**config.mk**
```make
export PLATFORM = sky130hd
export DESIGN_NAME = pss_status_regs
export DESIGN_NICKNAME = d
export VERILOG_FILES = /design/src/rtl/pss_nv_store.v /design/src/rtl/pss_status_regs.v
export VERILOG_INCLUDE_DIRS = /design/src /design/src/rtl
export SDC_FILE = /design/constraint.sdc
export NUM_CORES = 1
export LEC_CHECK = 0
export BUFFER_PORTS_ARGS = -buffer_cell sky130_fd_sc_hd__buf_2
export CAP_MARGIN = 20
export CORE_UTILIZATION = 35
export CTS_CLUSTER_DIAMETER = 40
export DETAILED_ROUTE_END_ITERATION = 12
export PLACE_DENSITY = 0.64
export SLEW_MARGIN = 20
export SYNTH_ARGS = -nofsm -noshare
export SYNTH_HDL_FRONTEND = slang
export SYNTH_SLANG_ARGS = --single-unit
```
**constraint.sdc**
```tcl
create_clock -name i_clk_sys -period 2.4 [get_ports i_clk_sys]
set_input_delay 0.12 -clock i_clk_sys [delete_from_list [all_inputs] [get_ports i_clk_sys]]
set_output_delay 0.12 -clock i_clk_sys [all_outputs]
set_load 0.02 [all_outputs]
```
**src/rtl/pss_map.vh**
```
// register offsets, field positions, commit codes and timing counts
// assumes inclusion by the status/commit register bank only, the store does not include it
`ifndef PSS_MAP_VH
`define PSS_MAP_VH
// ************************************************************
// register offsets
// ************************************************************
`define PSS_ADDR_TEMP 8'h79
`define PSS_ADDR_PROX_HI 8'h7a
`define PSS_ADDR_PROX_LO 8'h7b
`define PSS_ADDR_STATUS 8'h7e
`define PSS_ADDR_COMMIT 8'h7f
`define PSS_ADDR_LAST_MAIN 8'h72
`define PSS_ADDR_LAST_ALL 8'h78
`define PSS_ADDR_TABLE_END 8'h5d
`define PSS_ADDR_INIT_START 8'h66
`define PSS_ADDR_FINAL_START 8'h73
// ************************************************************
// status field positions
// ************************************************************
`define PSS_ST_TIMEOUT 7
`define PSS_ST_STORE_ERR 6
`define PSS_ST_IDLE 5
`define PSS_ST_COMMIT 4
// ************************************************************
// commit codes and lock states
// ************************************************************
`define PSS_CODE_MAIN 8'h08
`define PSS_CODE_FINAL 8'h10
`define PSS_CODE_ALL 8'h20
`define PSS_CODE_READONLY 8'h40
`define PSS_CODE_DISABLE 8'h80
`define PSS_LOCK_NONE 4'h0
`define PSS_LOCK_MAIN 4'h1
`define PSS_LOCK_ALL 4'h3
`define PSS_LOCK_READONLY 4'h7
`define PSS_LOCK_DISABLED 4'hf
// ************************************************************
// temperature and timing
// ************************************************************
`define PSS_TEMP_OFFSET 8'h40
`define PSS_NV_WORD_NS 1000
`define PSS_CLK_NS 40
`define PSS_NV_WORD_CYC ((`PSS_NV_WORD_NS + `PSS_CLK_NS - 1) / `PSS_CLK_NS)
`endif

```
**src/rtl/pss_nv_store.v**
```verilog
// nonvolatile image of the register space, one byte per address
// assumes one write or one read per cycle, read data registered
module pss_nv_store #(
  parameter AW = 7,
  parameter DW = 8
) (
  input wire i_clk_sys,          // system clock
  input wire i_we,               // write strobe
  input wire [AW-1:0] i_addr,    // address
  input wire [DW-1:0] i_wdata,   // write data
  output reg [DW-1:0] o_rdata    // registered read data
);
  reg [DW-1:0] mem [0:(1<<AW)-1];

  // write, with the registered read returning the byte held before that write
  always @(posedge i_clk_sys) begin
    if (i_we) begin
      mem[i_addr] <= i_wdata;
    end
    o_rdata <= mem[i_addr];
  end
endmodule

```
**src/rtl/pss_status_regs.v**
```verilog
// status, proximity snapshot, temperature and commit request registers
// assumes link decoder in the same clock domain gives one-cycle strobes;
// reply goes out by sinking current on the indicator light pin
`include "pss_map.vh"

// Notes on behaviour
// temperature byte reads as degrees Celsius plus sixty-four
// reading proximity high byte snapshots converter result into both bytes
// proximity low byte changes only at a high-byte read snapshot
// host should read high then low byte as a pair
// status bit 7 converter timeout, bit 6 storage error, set on event
// status bit 5 reads zero while busy, one when idle
// status bit 4 is one while a commit runs
// lock field 0x0, 0x1, 0x3 for nothing, main, all committed
// lock field 0x7 read-only link, 0xf disabled link
// status read returns a single byte, no auto-increment
// code 0x08 stores 0x00-0x5d and 0x66-0x72
// code 0x10 stores final registers 0x73-0x78
// code 0x20 stores every register 0x00-0x78
// code 0x40 makes link read-only, 0x80 disables it
// host derives tank resistance from proximity over two to fifteen
// replies sink current on indicator pin, not driving link line
// accepted code raises commit flag, lock updates when commit ends
// writes ignored while link is read-only or disabled
module pss_status_regs #(
  parameter NV_WORD_CYC = `PSS_NV_WORD_CYC
) (
  input wire i_clk_sys,            // 25 mhz system clock
  input wire i_rstn,               // async reset, active low
  input wire i_rd,                 // link read strobe, one cycle
  input wire i_wr,                 // link write strobe, one cycle
  input wire [7:0] i_addr,         // link register address
  input wire [7:0] i_wdata,        // link write data
  input wire i_rd_next,            // host asks for following byte
  input wire [15:0] i_prox_result, // converter result, same clock
  input wire [7:0] i_temp_c,       // signed celsius, same clock
  input wire i_conv_timeout,       // converter timeout pulse
  input wire i_store_err,          // storage error pulse
  input wire i_core_busy,          // conversion busy level
  input wire [7:0] i_cfg_rdata,    // byte of other register space
  output reg [7:0] o_rdata,        // read byte
  output reg o_rvalid,             // read byte valid, one cycle
  output reg o_reply_end,          // no further bytes follow
  output wire o_led_sink_n,        // indicator pin sink, low sinks
  output wire o_led_oe_n,          // indicator pin enable, low drives
  output wire o_wr_accept,         // write passed on to register space
  output wire o_link_off,          // link disabled
  output reg [3:0] o_lock_state,   // link lock state
  output wire [6:0] o_nv_addr,     // address being committed
  output wire o_nv_busy            // commit walking the space
);
  // ************************************************************
  // commit state machine
  // ************************************************************
  localparam ST_IDLE = 2'b00;
  localparam ST_WALK = 2'b01;
  localparam ST_DONE = 2'b10;

  reg [1:0] st_q;
  reg [1:0] st_d;
  reg [7:0] code_q;
  reg [6:0] ptr_q;
  reg [15:0] cnt_q;
  reg [15:0] prox_q;
  reg timeout_q;
  reg err_q;
  reg [7:0] rd_addr_q;
  reg reply_q;
  wire locked;
  wire code_ok;
  wire wr_commit;
  wire [6:0] first_addr;
  wire [6:0] last_addr;
  wire word_done;
  wire [7:0] nv_rdata;
  wire skip;
  // 8-bit copies of the address constants, sliced to 7 bits for the walk pointer
  wire [7:0] final_start_w;
  wire [7:0] last_main_w;
  wire [7:0] last_all_w;

  assign final_start_w = `PSS_ADDR_FINAL_START;
  assign last_main_w = `PSS_ADDR_LAST_MAIN;
  assign last_all_w = `PSS_ADDR_LAST_ALL;

  // decode accepted commit codes
  function is_code;
    input [7:0] c;
    begin
      is_code = (c == `PSS_CODE_MAIN) || (c == `PSS_CODE_FINAL) ||
                (c == `PSS_CODE_ALL) || (c == `PSS_CODE_READONLY) ||
                (c == `PSS_CODE_DISABLE);
    end
  endfunction

  // write lockout
  assign locked = (o_lock_state == `PSS_LOCK_READONLY) ||
                  (o_lock_state == `PSS_LOCK_DISABLED);
  assign o_link_off = (o_lock_state == `PSS_LOCK_DISABLED);
  assign code_ok = is_code(i_wdata);
  assign wr_commit = i_wr && !locked && (st_q == ST_IDLE) &&
                     (i_addr == `PSS_ADDR_COMMIT) && code_ok;
  assign o_wr_accept = i_wr && !locked && (i_addr < `PSS_ADDR_TEMP);

  // address span per code
  assign first_addr = (code_q == `PSS_CODE_FINAL) ?
                      final_start_w[6:0] : 7'h00;
  assign last_addr = (code_q == `PSS_CODE_MAIN) ?
                     last_main_w[6:0] : last_all_w[6:0];
  // gap skipped
  assign skip = (code_q == `PSS_CODE_MAIN) &&
                (ptr_q > `PSS_ADDR_TABLE_END) &&
                (ptr_q < `PSS_ADDR_INIT_START);
  assign word_done = (cnt_q == NV_WORD_CYC - 1) || skip;
  assign o_nv_busy = (st_q == ST_WALK) && !skip;
  assign o_nv_addr = ptr_q;

  // next commit state
  always @* begin
    st_d = st_q;
    case (st_q)
      ST_IDLE: begin
        if (wr_commit) begin
          st_d = ST_WALK;
        end
      end
      ST_WALK: begin
        // link modes need no store walk
        if (code_q == `PSS_CODE_READONLY || code_q == `PSS_CODE_DISABLE) begin
          st_d = ST_DONE;
        end else if (word_done && ptr_q == last_addr) begin
          st_d = ST_DONE;
        end
      end
      ST_DONE: begin
        st_d = ST_IDLE;
      end
      default: begin
        st_d = ST_IDLE;
      end
    endcase
  end

  // commit sequencing and lock update
  always @(posedge i_clk_sys or negedge i_rstn) begin
    if (!i_rstn) begin
      st_q <= ST_IDLE;
      code_q <= 8'h00;
      ptr_q <= 7'h00;
      cnt_q <= 16'h0000;
      o_lock_state <= `PSS_LOCK_NONE;
    end else begin
      st_q <= st_d;
      if (wr_commit) begin
        code_q <= i_wdata;
        ptr_q <= (i_wdata == `PSS_CODE_FINAL) ?
                 final_start_w[6:0] : 7'h00;
        cnt_q <= 16'h0000;
      end else if (st_q == ST_WALK) begin
        if (word_done) begin
          cnt_q <= 16'h0000;
          ptr_q <= ptr_q + 7'h01;
        end else begin
          cnt_q <= cnt_q + 16'h0001;
        end
      end
      if (st_q == ST_DONE) begin
        // lock state after commit
        case (code_q)
          `PSS_CODE_MAIN: begin
            if (o_lock_state == `PSS_LOCK_NONE) begin
              o_lock_state <= `PSS_LOCK_MAIN;
            end
          end
          `PSS_CODE_FINAL: begin
            if (o_lock_state == `PSS_LOCK_MAIN) begin
              o_lock_state <= `PSS_LOCK_ALL;
            end
          end
          `PSS_CODE_ALL: begin
            o_lock_state <= `PSS_LOCK_ALL;
          end
          `PSS_CODE_READONLY: begin
            o_lock_state <= `PSS_LOCK_READONLY;
          end
          `PSS_CODE_DISABLE: begin
            o_lock_state <= `PSS_LOCK_DISABLED;
          end
          default: begin
            o_lock_state <= o_lock_state;
          end
        endcase
      end
    end
  end

  // ************************************************************
  // nonvolatile image
  // ************************************************************
  // image stores register bytes as the walk passes each address outside the skipped gap
  pss_nv_store #(
    .AW(7),
    .DW(8)
  ) u_store (
    .i_clk_sys(i_clk_sys),
    .i_we(o_nv_busy && word_done),
    .i_addr(ptr_q),
    .i_wdata(i_cfg_rdata),
    .o_rdata(nv_rdata)
  );

  // ************************************************************
  // status flags and snapshot
  // ************************************************************
  // sticky flags, event wins over status read clear
  always @(posedge i_clk_sys or negedge i_rstn) begin
    if (!i_rstn) begin
      timeout_q <= 1'b0;
      err_q <= 1'b0;
    end else begin
      if (i_conv_timeout) begin
        timeout_q <= 1'b1;
      end else if (i_rd && i_addr == `PSS_ADDR_STATUS) begin
        timeout_q <= 1'b0;
      end
      if (i_store_err) begin
        err_q <= 1'b1;
      end else if (i_rd && i_addr == `PSS_ADDR_STATUS) begin
        err_q <= 1'b0;
      end
    end
  end

  // snapshot on high-byte read only
  always @(posedge i_clk_sys or negedge i_rstn) begin
    if (!i_rstn) begin
      prox_q <= 16'h0000;
    end else if (i_rd && i_addr == `PSS_ADDR_PROX_HI) begin
      prox_q <= i_prox_result;
    end
  end

  // ************************************************************
  // read path
  // ************************************************************
  // read data mux, status byte flags sampled before the clear
  always @(posedge i_clk_sys or negedge i_rstn) begin
    if (!i_rstn) begin
      o_rdata <= 8'h00;
      o_rvalid <= 1'b0;
      o_reply_end <= 1'b0;
      rd_addr_q <= 8'h00;
    end else begin
      o_rvalid <= i_rd && !o_link_off;
      rd_addr_q <= i_addr;
      // status read ends the reply
      o_reply_end <= i_rd && (i_addr == `PSS_ADDR_STATUS || !i_rd_next);
      if (i_rd) begin
        case (i_addr)
          // offset temperature
          `PSS_ADDR_TEMP: o_rdata <= i_temp_c + `PSS_TEMP_OFFSET;
          // high byte straight from the converter
          `PSS_ADDR_PROX_HI: o_rdata <= i_prox_result[15:8];
          // low byte from the snapshot
          `PSS_ADDR_PROX_LO: o_rdata <= prox_q[7:0];
          // status byte
          `PSS_ADDR_STATUS: begin
            o_rdata <= {timeout_q, err_q,
                        !(i_core_busy || st_q != ST_IDLE),
                        st_q != ST_IDLE, o_lock_state};
          end
          `PSS_ADDR_COMMIT: o_rdata <= 8'h00;
          default: o_rdata <= i_cfg_rdata;
        endcase
      end
    end
  end

  // reply by sinking indicator current while bits go out
  always @(posedge i_clk_sys or negedge i_rstn) begin
    if (!i_rstn) begin
      reply_q <= 1'b0;
    end else begin
      reply_q <= i_rd && !o_link_off;
    end
  end
  assign o_led_oe_n = !reply_q;
  assign o_led_sink_n = 1'b0;
endmodule

```
==> metrics.yaml, run 1 <==
cts:
  clock_sinks: 57
  path_clk_slew_ns: 0.07
  clk_latency_ns: 0.34
  cts_inserted_buffers: 9
  htreeDepth: 3
  cts-root-buf: "clkbuf_8"
  tritoncts: "built"
  clk_path_buf_depth: 2
logic_synthesis:
  synth_seq_cells: 57
  syn_area_sq_mm: 0.00331
  synthTopCellsByCount: "57 x dfrtp_1, 34 x nand2_1, 34 x nor2_1"
  yosys.area.top_type: "dfrtp_1"
  synth_fp_nets: 415
  synth_most_common_cell: "dfrtp_1"
  avgSynthCellArea_sq_um: 9.32
  netlist_instances: 355
  synth_flop_cell: "dfrtp_1"
  synth_cell_types: 64
  synth.area.top_cells: "dfrtp_1 43%, nand2_1 3.9%, nor2_1 3.9%"
  synth_top_area_share_pct: 43.1
  synthArstFlopShare_pct: 100
  synth_edf_count: 0
  ys_seq_area_share_pct: 43.1
  ys_warn_count: 0
sta:
  hold_viol_final: 0
  fin_ws_ns: 0.285
  tightest_slew_ns: 0.742
  setup_violations: 0
  skew_ns: 0.00510
  period_share_pct: 88.1
  rsz0062_at_grt: "no"
  fin_crit_ns: 2.11
  slew-limit-headroom_pct: 50.6
  hold_ws_ns: 0.00718
  maxSlewViolCount: 0
  fin_tns_setup_ns: 0
  fmax_mhz: 473
place:
  dpl.cell_count: 538
  io_buffers: 80
  gp_congestion: 0.839
  place_area_sq_mm: 0.00383
  dp_hpwl_mm: 6.16
  pre_cts_ws_ns: 0.219
power:
  power_density_mw_per_mm2: 508
  p_int_uw: 1530
  combPwrFrac_pct: 10.5
  p_leak_uw: 0.00198
  seqPwrFrac_pct: 48.6
  switching_share_pct: 25.9
  irDropWorstVdd_mv: 0.211
  clkPwrFrac_pct: 40.9
  p_sw_uw: 534
critical_path:
  cp_data_arrival_time_ns: 2.36
  critPathLaunchType: "flip-flop"
  required_ns: 2.65
  path_max_fanout: 9
  critPathKind: "reg2reg"
  crit_path_end_kind: "flip-flop"
cells_and_area:
  fin_nets: 502
  postLayoutCellArea_sq_mm: 0.00406
  finalNonFillerCells: 557
  layout-drive-gt1-share_pct: 27.6
  diodes: 0
  syn_to_final_growth_pct: 22.6
detailed_routing:
  vias: 3037
  postRouteAntennaNets: 0
  drtIter0Drc: 181
  first_pass_iters: 4
  post_drt_wl_per_cell_um: 15.3
  drt_drc_violations_left: 0
  wl_mm: 8.53
  vias_per_cell: 5.45
floorplanning:
  boundaryPins: 82
  rows: 35
  design.die.area_sq_mm: 0.00985
  fp.dieH_um: 99.2
  start_util_pct: 36.0
  die_w_um: 99.2
  core_sq_mm: 0.00920
grt:
  grt.overflow.total: 0
  grt_pass1_wl_mm: 14.1
  first_global_vias: 2907
  antenna_found_initial: 0
  grt_use_total_pct: 18.3
  grt_max_degree: 58
run_status:
  outcome: "finished, final reports clean"
min_path:
  hold_class: "in2reg"
job:
  maxCapViolCount: 0
[metrics by stage]
step	utilization, %	power, uW
6_report	44.1	2060
5_1_grt	44.1	2160
4_1_cts	44.1	2080
3_3_place_gp	41.7	1230
2_1_floorplan	-	1120
3_5_place_dp	41.7	1230
[worst max-delay path, cell delays in order, from the launching register on]
cell and delay, ns:
dfrtp_1 0.43, or3b_1 0.45, nor4_2 0.36, and3_1 0.39
and4b_1 0.24, nor3_1 0.15
[sequential cells by signal, indices dropped and copies added (netlist names)]
| name | cells |
|---|---|
| code_q | 8 |
| timeout_q | 1 |
| reply_q | 1 |
| cnt_q | 16 |
| o_lock_state | 4 |
| err_q | 1 |
| o_reply_end | 1 |
| st_q | 2 |
| prox_q | 8 |
| o_rdata | 8 |
| o_nv_addr | 7 |
[layout by cell type, fill, tap and decap left out, types with 4 or more instances in the layout]
cell	count
and4_1	5
a22oi_1	4
nand2_1	34
o21a_1	4
a21oi_1	14
nor2b_1	5
xor2_1	11
ha_1	4
o211ai_1	6
buf_4	8
xnor2_1	6
a211o_1	5
and3_1	5
nand3_1	8
nor2_1	33
o21ai_0	16
o2111ai_1	4
o22ai_1	9
inv_1	17
o21bai_1	4
clkbuf_8	12
o22a_1	4
dlygate4sd3_1	4
and2_1	5
mux2_2	8
buf_2	80
nor3_1	11
nor4_1	4
dfrtp_1	57
[routing by layer]
layer / wire length [um] / vias up / part of all wire [%] / GRT usage (%)
met5: 0 / - / 0 / 0
met4: 165 / 0 / 1.9 / 8.60
met1: 4030 / 1451 / 47 / 24.7
li1: - / 1468 / - / -
met3: 576 / 13 / 6.8 / 3.51
met2: 3770 / 105 / 44 / 28.4
[path summary, 6_finish.rpt]
check | depth (start not counted) | slack [ns] | start | end
max | 5 | 0.29 | st_q[0]$_DFFE_PN0P_ | o_nv_addr[6]$_DFFE_PN0P_
min | 2 | 0.007 | i_prox_result[0] | prox_q[0]$_DFFE_PN0P_
min reg2reg | 1 | 0.48 | err_q$_DFFE_PN0P_ | err_q$_DFFE_PN0P_
min in group asynchronous | 3 | 0.46 | i_rstn | o_rdata[7]$_DFFE_PN0P_
max in group asynchronous | 3 | 1.45 | i_rstn | o_lock_state[0]$_DFFE_PN0P_
max reg2reg | 5 | 0.29 | st_q[0]$_DFFE_PN0P_ | o_nv_addr[6]$_DFFE_PN0P_
[logic make-up after synthesis]
| kind of cell | synth area share (%) |
|---|---|
| adder cells (fa/ha/maj) | 1.51 |
| AO/OA/AOI/OAI | 20.0 |
| other | 0.113 |
| AND/OR/NAND/NOR | 23.1 |
| flip-flops | 43.1 |
| XOR/XNOR | 4.50 |
| buffers and inverters | 4.23 |
| multiplexers | 3.48 |
[power by group through the flow]
stage               Clock (uW)  Sequential [uW]  Combinational [uW]
floorplan                    0             1040                85.6
global placement             0             1020                 211
finish                     844             1000                 216
global route               912             1000                 241
detailed placement           0             1020                 213
CTS                        865             1000                 219
[what timing repair did]
item,in CTS,in global routing
gates resized for setup,0,1
endpoints found under the hold margin,60,0
buffers inserted,0,0
endpoints found under the setup margin,0,4
hold buffers,4,0
[area by class of cell]
type / count / area, sq um
timing repair buffer: 92 / 500
fill: 916 / 5140
clock inverter: 2 / 12.5
multi-input combinational: 265 / 1750
tap: 111 / 139
sequential: 57 / 1430
clock buffer: 13 / 169
inverter: 17 / 63.8
No activity file was read; power rests on OpenSTA's default activity.
==> run 2, diff against run 1 <==
--- a/config.mk
+++ b/config.mk
@@ -9,6 +9,7 @@
 export BUFFER_PORTS_ARGS = -buffer_cell sky130_fd_sc_hd__buf_2
 export CAP_MARGIN = 20
 export CORE_UTILIZATION = 35
+export CTS_BUF_LIST = sky130_fd_sc_hd__clkbuf_2 sky130_fd_sc_hd__clkbuf_4 sky130_fd_sc_hd__clkbuf_8
 export CTS_CLUSTER_DIAMETER = 40
 export DETAILED_ROUTE_END_ITERATION = 12
 export PLACE_DENSITY = 0.64
==> metrics.yaml, run 2 (synthesized netlist as in run 1, its figures left out) <==
cells_and_area:
  layout-drive-gt1-share_pct: 27.7
  final_common_cell: "buf_2"
  n_fill_cell: 916
  largest_reg_flops: 16
  regMostFlops: "cnt_q"
  finalNonFillerCells: 558
  diodes: 0
  fin_nets: 503
  multiInputGateArea_sq_mm: 0.00175
  seqCellArea_sq_mm: 0.00143
  syn_to_final_growth_pct: 23.0
  final_cell_mix: "80 x buf_2, 57 x dfrtp_1, 34 x nand2_1"
cts:
  cts-root-buf: "clkbuf_8"
  cts_inserted_buffers: 9
  tritoncts: "built"
  clk_path_buf_depth: 2
  cts_setup_buffers: 0
  clock_sinks: 57
  clk_latency_ns: 0.34
  htreeDepth: 3
  path_clk_slew_ns: 0.07
grt:
  grt.overflow.total: 0
  grt_use_total_pct: 18.3
  first_global_vias: 2908
  grt_max_degree: 58
  antenna_found_initial: 0
  grt_pass1_wl_mm: 14.1
job:
  maxCapViolCount: 0
critical_path:
  critPathKind: "reg2reg"
  required_ns: 2.64
  path_max_fanout: 9
  crit_path_end_kind: "flip-flop"
  critPathLaunchType: "flip-flop"
  cp_data_arrival_time_ns: 2.37
  ff2ff_path_depth: 5
floorplanning:
  start_util_pct: 36.0
  rows: 35
  die_w_um: 99.2
  core_sq_mm: 0.00920
  design.die.area_sq_mm: 0.00985
  fp.dieH_um: 99.2
  boundaryPins: 82
detailed_routing:
  vias_per_cell: 5.44
  postRouteAntennaNets: 0
  wl_mm: 8.52
  drtIter0Drc: 191
  drt_drc_violations_left: 0
  first_pass_iters: 4
  vias: 3035
  post_drt_wl_per_cell_um: 15.3
place:
  io_buffers: 80
  dp_hpwl_mm: 6.16
  dpl.cell_count: 538
  pre_cts_ws_ns: 0.219
  gp_congestion: 0.839
power:
  irDropWorstVdd_mv: 0.209
  power_density_mw_per_mm2: 510
  p_leak_uw: 0.00198
sta:
  slew-limit-headroom_pct: 50.3
  maxSlewViolCount: 0
  skew_ns: 0.00629
  period_share_pct: 88.5
  fin_ws_ns: 0.277
  hold_viol_final: 0
  rsz0062_at_grt: "no"
  fmax_mhz: 471
  fin_crit_ns: 2.12
  tightest_slew_ns: 0.745
  fin_tns_setup_ns: 0
  setup_violations: 0
min_path:
  hold_depth: 2
  hold_class: "in2reg"
run_status:
  outcome: "finished, final reports clean"
[run 2: cell types whose count changed in the layout (fill, tap and decap cells not counted)]
cell and change:
dlygate4sd3_1 +1, clkbuf_1 -1, clkbuf_4 +1
[run 2: final cells by class]
type	count	area share, %
clock buffer	13	4.24
clock inverter	2	0.307
inverter	17	1.57
multi-input combinational	265	42.9
sequential	57	35.0
tap	111	3.41
timing repair buffer	93	12.5
[run 2: metrics by stage]
| stage | util (%) | instance area, sq um | total power [uW] | hold slack, ns |
|---|---|---|---|---|
| 2_1_floorplan | - | 3310 | 1120 | -0.176 |
| 3_3_place_gp | 41.7 | 3830 | 1230 | 0.315 |
| 3_5_place_dp | 41.7 | 3830 | 1230 | 0.306 |
| 4_1_cts | 44.2 | 4070 | 2100 | 0.00224 |
| 5_1_grt | 44.3 | 4070 | 2170 | 0.0107 |
| 6_report | 44.3 | 4070 | 2080 | 0.0133 |
[run 2: worst paths after layout]
| path | from | endpoint | slack [ns] |
|---|---|---|---|
| worst max-delay path | st_q[0]$_DFFE_PN0P_ | o_nv_addr[6]$_DFFE_PN0P_ | 0.28 |
| worst min-delay path | i_prox_result[2] | prox_q[2]$_DFFE_PN0P_ | 0.01 |
| worst max register to register | st_q[0]$_DFFE_PN0P_ | o_nv_addr[6]$_DFFE_PN0P_ | 0.28 |
| worst min register to register | err_q$_DFFE_PN0P_ | err_q$_DFFE_PN0P_ | 0.48 |
| max in group asynchronous | i_rstn | code_q[0]$_DFFE_PN0P_ | 1.45 |
| min in group asynchronous | i_rstn | o_rdata[7]$_DFFE_PN0P_ | 0.47 |
[run 2: metal layers]
metal / track usage, % / part of all wire, % / vias to the layer above / wire [um]
met2: 28.4 / 45 / 106 / 3810
li1: - / - / 1471 / -
met3: 3.30 / 6.4 / 13 / 549
met1: 24.7 / 47 / 1445 / 3990
met4: 8.60 / 1.9 / 0 / 165
met5: 0 / 0 / - / 0
[run 2: what timing repair did]
action,in CTS,in global routing
setup endpoints to repair,0,4
hold buffers,5,0
gates resized for setup,0,1
endpoints found under the hold margin,61,0
[run 2: power by group]
group,total (uW),switching [uW],internal (uW)
clock,856,393,464
combinational,218,128,90.1
sequential,1000,15.6,986
total,2080,536,1540
[run 2: critical path, cell delays in order, from the launching register on]
cell and delay, ns:
dfrtp_1 0.43, or3b_1 0.45, nor4_2 0.36, and3_1 0.40, and4b_1 0.24, nor3_1 0.16
==> run 3, diff against run 2 <==
--- a/config.mk
+++ b/config.mk
@@ -12,7 +12,7 @@
 export CTS_BUF_LIST = sky130_fd_sc_hd__clkbuf_2 sky130_fd_sc_hd__clkbuf_4 sky130_fd_sc_hd__clkbuf_8
 export CTS_CLUSTER_DIAMETER = 40
 export DETAILED_ROUTE_END_ITERATION = 12
-export PLACE_DENSITY = 0.64
+export PLACE_DENSITY = 0.66
 export SLEW_MARGIN = 20
 export SYNTH_ARGS = -nofsm -noshare
 export SYNTH_HDL_FRONTEND = slang
==> constraint.sdc (replaced) <==
create_clock -name i_clk_sys -period 1.7 [get_ports i_clk_sys]
set_input_delay 0.085 -clock i_clk_sys [delete_from_list [all_inputs] [get_ports i_clk_sys]]
set_output_delay 0.085 -clock i_clk_sys [all_outputs]
set_load 0.02 [all_outputs]
==> metrics.yaml, run 3 (synthesized netlist as in run 1, its figures left out) <==
cts:
  tritoncts: "built"
  clk_path_buf_depth: 2
  cts_inserted_buffers: 9
  path_clk_slew_ns: 0.07
  htreeDepth: 3
  clk_latency_ns: 0.34
  cts-root-buf: "clkbuf_8"
  clock_sinks: 57
sta:
  fmax_mhz: 519
  fin_tns_setup_ns: -3.69
  tightest_slew_ns: 0.536
  setup_violations: 29
  fin_crit_ns: 1.93
  period_share_pct: 113
  hold_viol_final: 0
  skew_ns: 0.00750
  rsz0062_at_grt: "yes"
  slew-limit-headroom_pct: 64.1
  fin_ws_ns: -0.227
  maxSlewViolCount: 0
detailed_routing:
  wl_mm: 10.2
  post_drt_wl_per_cell_um: 15.9
  postRouteAntennaNets: 0
  drtIter0Drc: 197
  vias: 3416
  vias_per_cell: 5.35
  first_pass_iters: 5
  drt_drc_violations_left: 0
cells_and_area:
  syn_to_final_growth_pct: 55.0
  seqCellArea_sq_mm: 0.00143
  postLayoutCellArea_sq_mm: 0.00513
  n_fill_cell: 796
  multiInputGateArea_sq_mm: 0.00205
  fin_nets: 583
  post-route-util_pct: 55.8
  regMostFlops: "cnt_q"
  diodes: 0
  final_cell_mix: "79 x buf_2, 67 x buf_4, 52 x dfrtp_1"
  largest_reg_flops: 16
  final_common_cell: "buf_2"
  layout-drive-gt1-share_pct: 47.5
floorplanning:
  boundaryPins: 82
  die_w_um: 99.2
  core_sq_mm: 0.00920
  design.die.area_sq_mm: 0.00985
  rows: 35
  fp.dieH_um: 99.2
  start_util_pct: 36.0
grt:
  grt_max_degree: 58
  grt_use_total_pct: 20.9
  antenna_found_initial: 0
  grt.overflow.total: 0
  first_global_vias: 3378
  grt_pass1_wl_mm: 16.3
place:
  place_area_sq_mm: 0.00436
  dp_hpwl_mm: 6.87
  pre_cts_ws_ns: -0.335
  io_buffers: 80
  gp_congestion: 0.868
critical_path:
  path_max_fanout: 2
  critPathKind: "reg2reg"
  ff2ff_path_depth: 6
  crit_path_end_kind: "flip-flop"
  cp_data_arrival_time_ns: 2.15
  required_ns: 1.92
  crit_chain: "or3_4 > o32a_1 > o22ai_2 > nand4b_2 > a21boi_4 > mux2_4"
  critPathLaunchType: "flip-flop"
  cpPeakStageDelay_ns: 0.40
  slowest_stage: "dfrtp_2"
power:
  irDropWorstVdd_mv: 0.312
  p_leak_uw: 0.00242
  power_density_mw_per_mm2: 638
min_path:
  hold_depth: 3
  hold_class: "in2reg"
run_status:
  violations: "negative setup slack"
  outcome: "finished, violations left"
job:
  maxCapViolCount: 0
==> run 3: cell count changes in the layout (fill, tap and decap cells not counted), sizes merged <==
cell and change:
clkbuf -1, clkinv +1, bufinv +2, dlygate4sd3 +11
buf +68
==> run 3: per-layer routing <==
metal	wire [um]	up-vias	share of wire [%]	global-route usage, %
met5	0	-	0	0
met4	228	0	2.2	9.28
met3	458	15	4.5	3.37
met2	5190	103	51	37.0
met1	4290	1671	42	25.0
li1	-	1627	-	-
==> run 3: final cells by class <==
| class | instances | share of cell area [%] |
|---|---|---|
| Multi-Input combinational cell | 265 | 39.9 |
| Sequential cell | 57 | 27.9 |
| Clock buffer | 11 | 2.95 |
| Clock inverter | 5 | 1.51 |
| Timing Repair Buffer | 173 | 23.7 |
| Tap cell | 111 | 2.71 |
| Inverter | 17 | 1.24 |
==> run 3: per-stage QoR <==
stage	std cells	hold slack, ns	total power, uW
floorplan	355	-0.211	1590
global placement	596	0.117	1770
detailed placement	596	0.120	1770
CTS	631	0.0231	3290
global route	639	0.0498	3400
finish	639	0.0353	3270
==> run 3: final timing paths <==
kind	from	end	slack, ns
setup / recovery	o_lock_state[2]$_DFFE_PN0P_	o_lock_state[2]$_DFFE_PN0P_	-0.23
max in group asynchronous	i_rstn	o_nv_addr[1]$_DFFE_PN0P_	1.13
hold reg to reg	timeout_q$_DFFE_PN0P_	timeout_q$_DFFE_PN0P_	0.49
hold / removal	i_prox_result[11]	o_rdata[3]$_DFFE_PN0P_	0.04
min in group asynchronous	i_rstn	o_lock_state[1]$_DFFE_PN0P_	0.27
setup reg to reg	o_lock_state[2]$_DFFE_PN0P_	o_lock_state[2]$_DFFE_PN0P_	-0.23
==> run 3: power breakdown <==
| part | switching, uW | internal, uW |
|---|---|---|
| Sequential | 20.6 | 1390 |
| Combinational | 213 | 175 |
| Clock | 574 | 900 |
| Total | 808 | 2470 |
==> run 3: worst max-delay path: cells and delay by family, from the launching register on <==
kind,cells,cell delay [ns]
AOI/OAI and AO/OA,3,0.61
muxes,1,0.29
DFF,1,0.40
and+or+nand+nor,2,0.52
==> run 3: repair_timing <==
item | CTS | global route
setup endpoints to repair | 28 | 40
hold buffers | 16 | 0
cloned | 0 | 1
resized for setup | 36 | 31
pin swaps | 10 | 12
buffers inserted | 3 | 7
endpoints found under the hold margin | 72 | 0
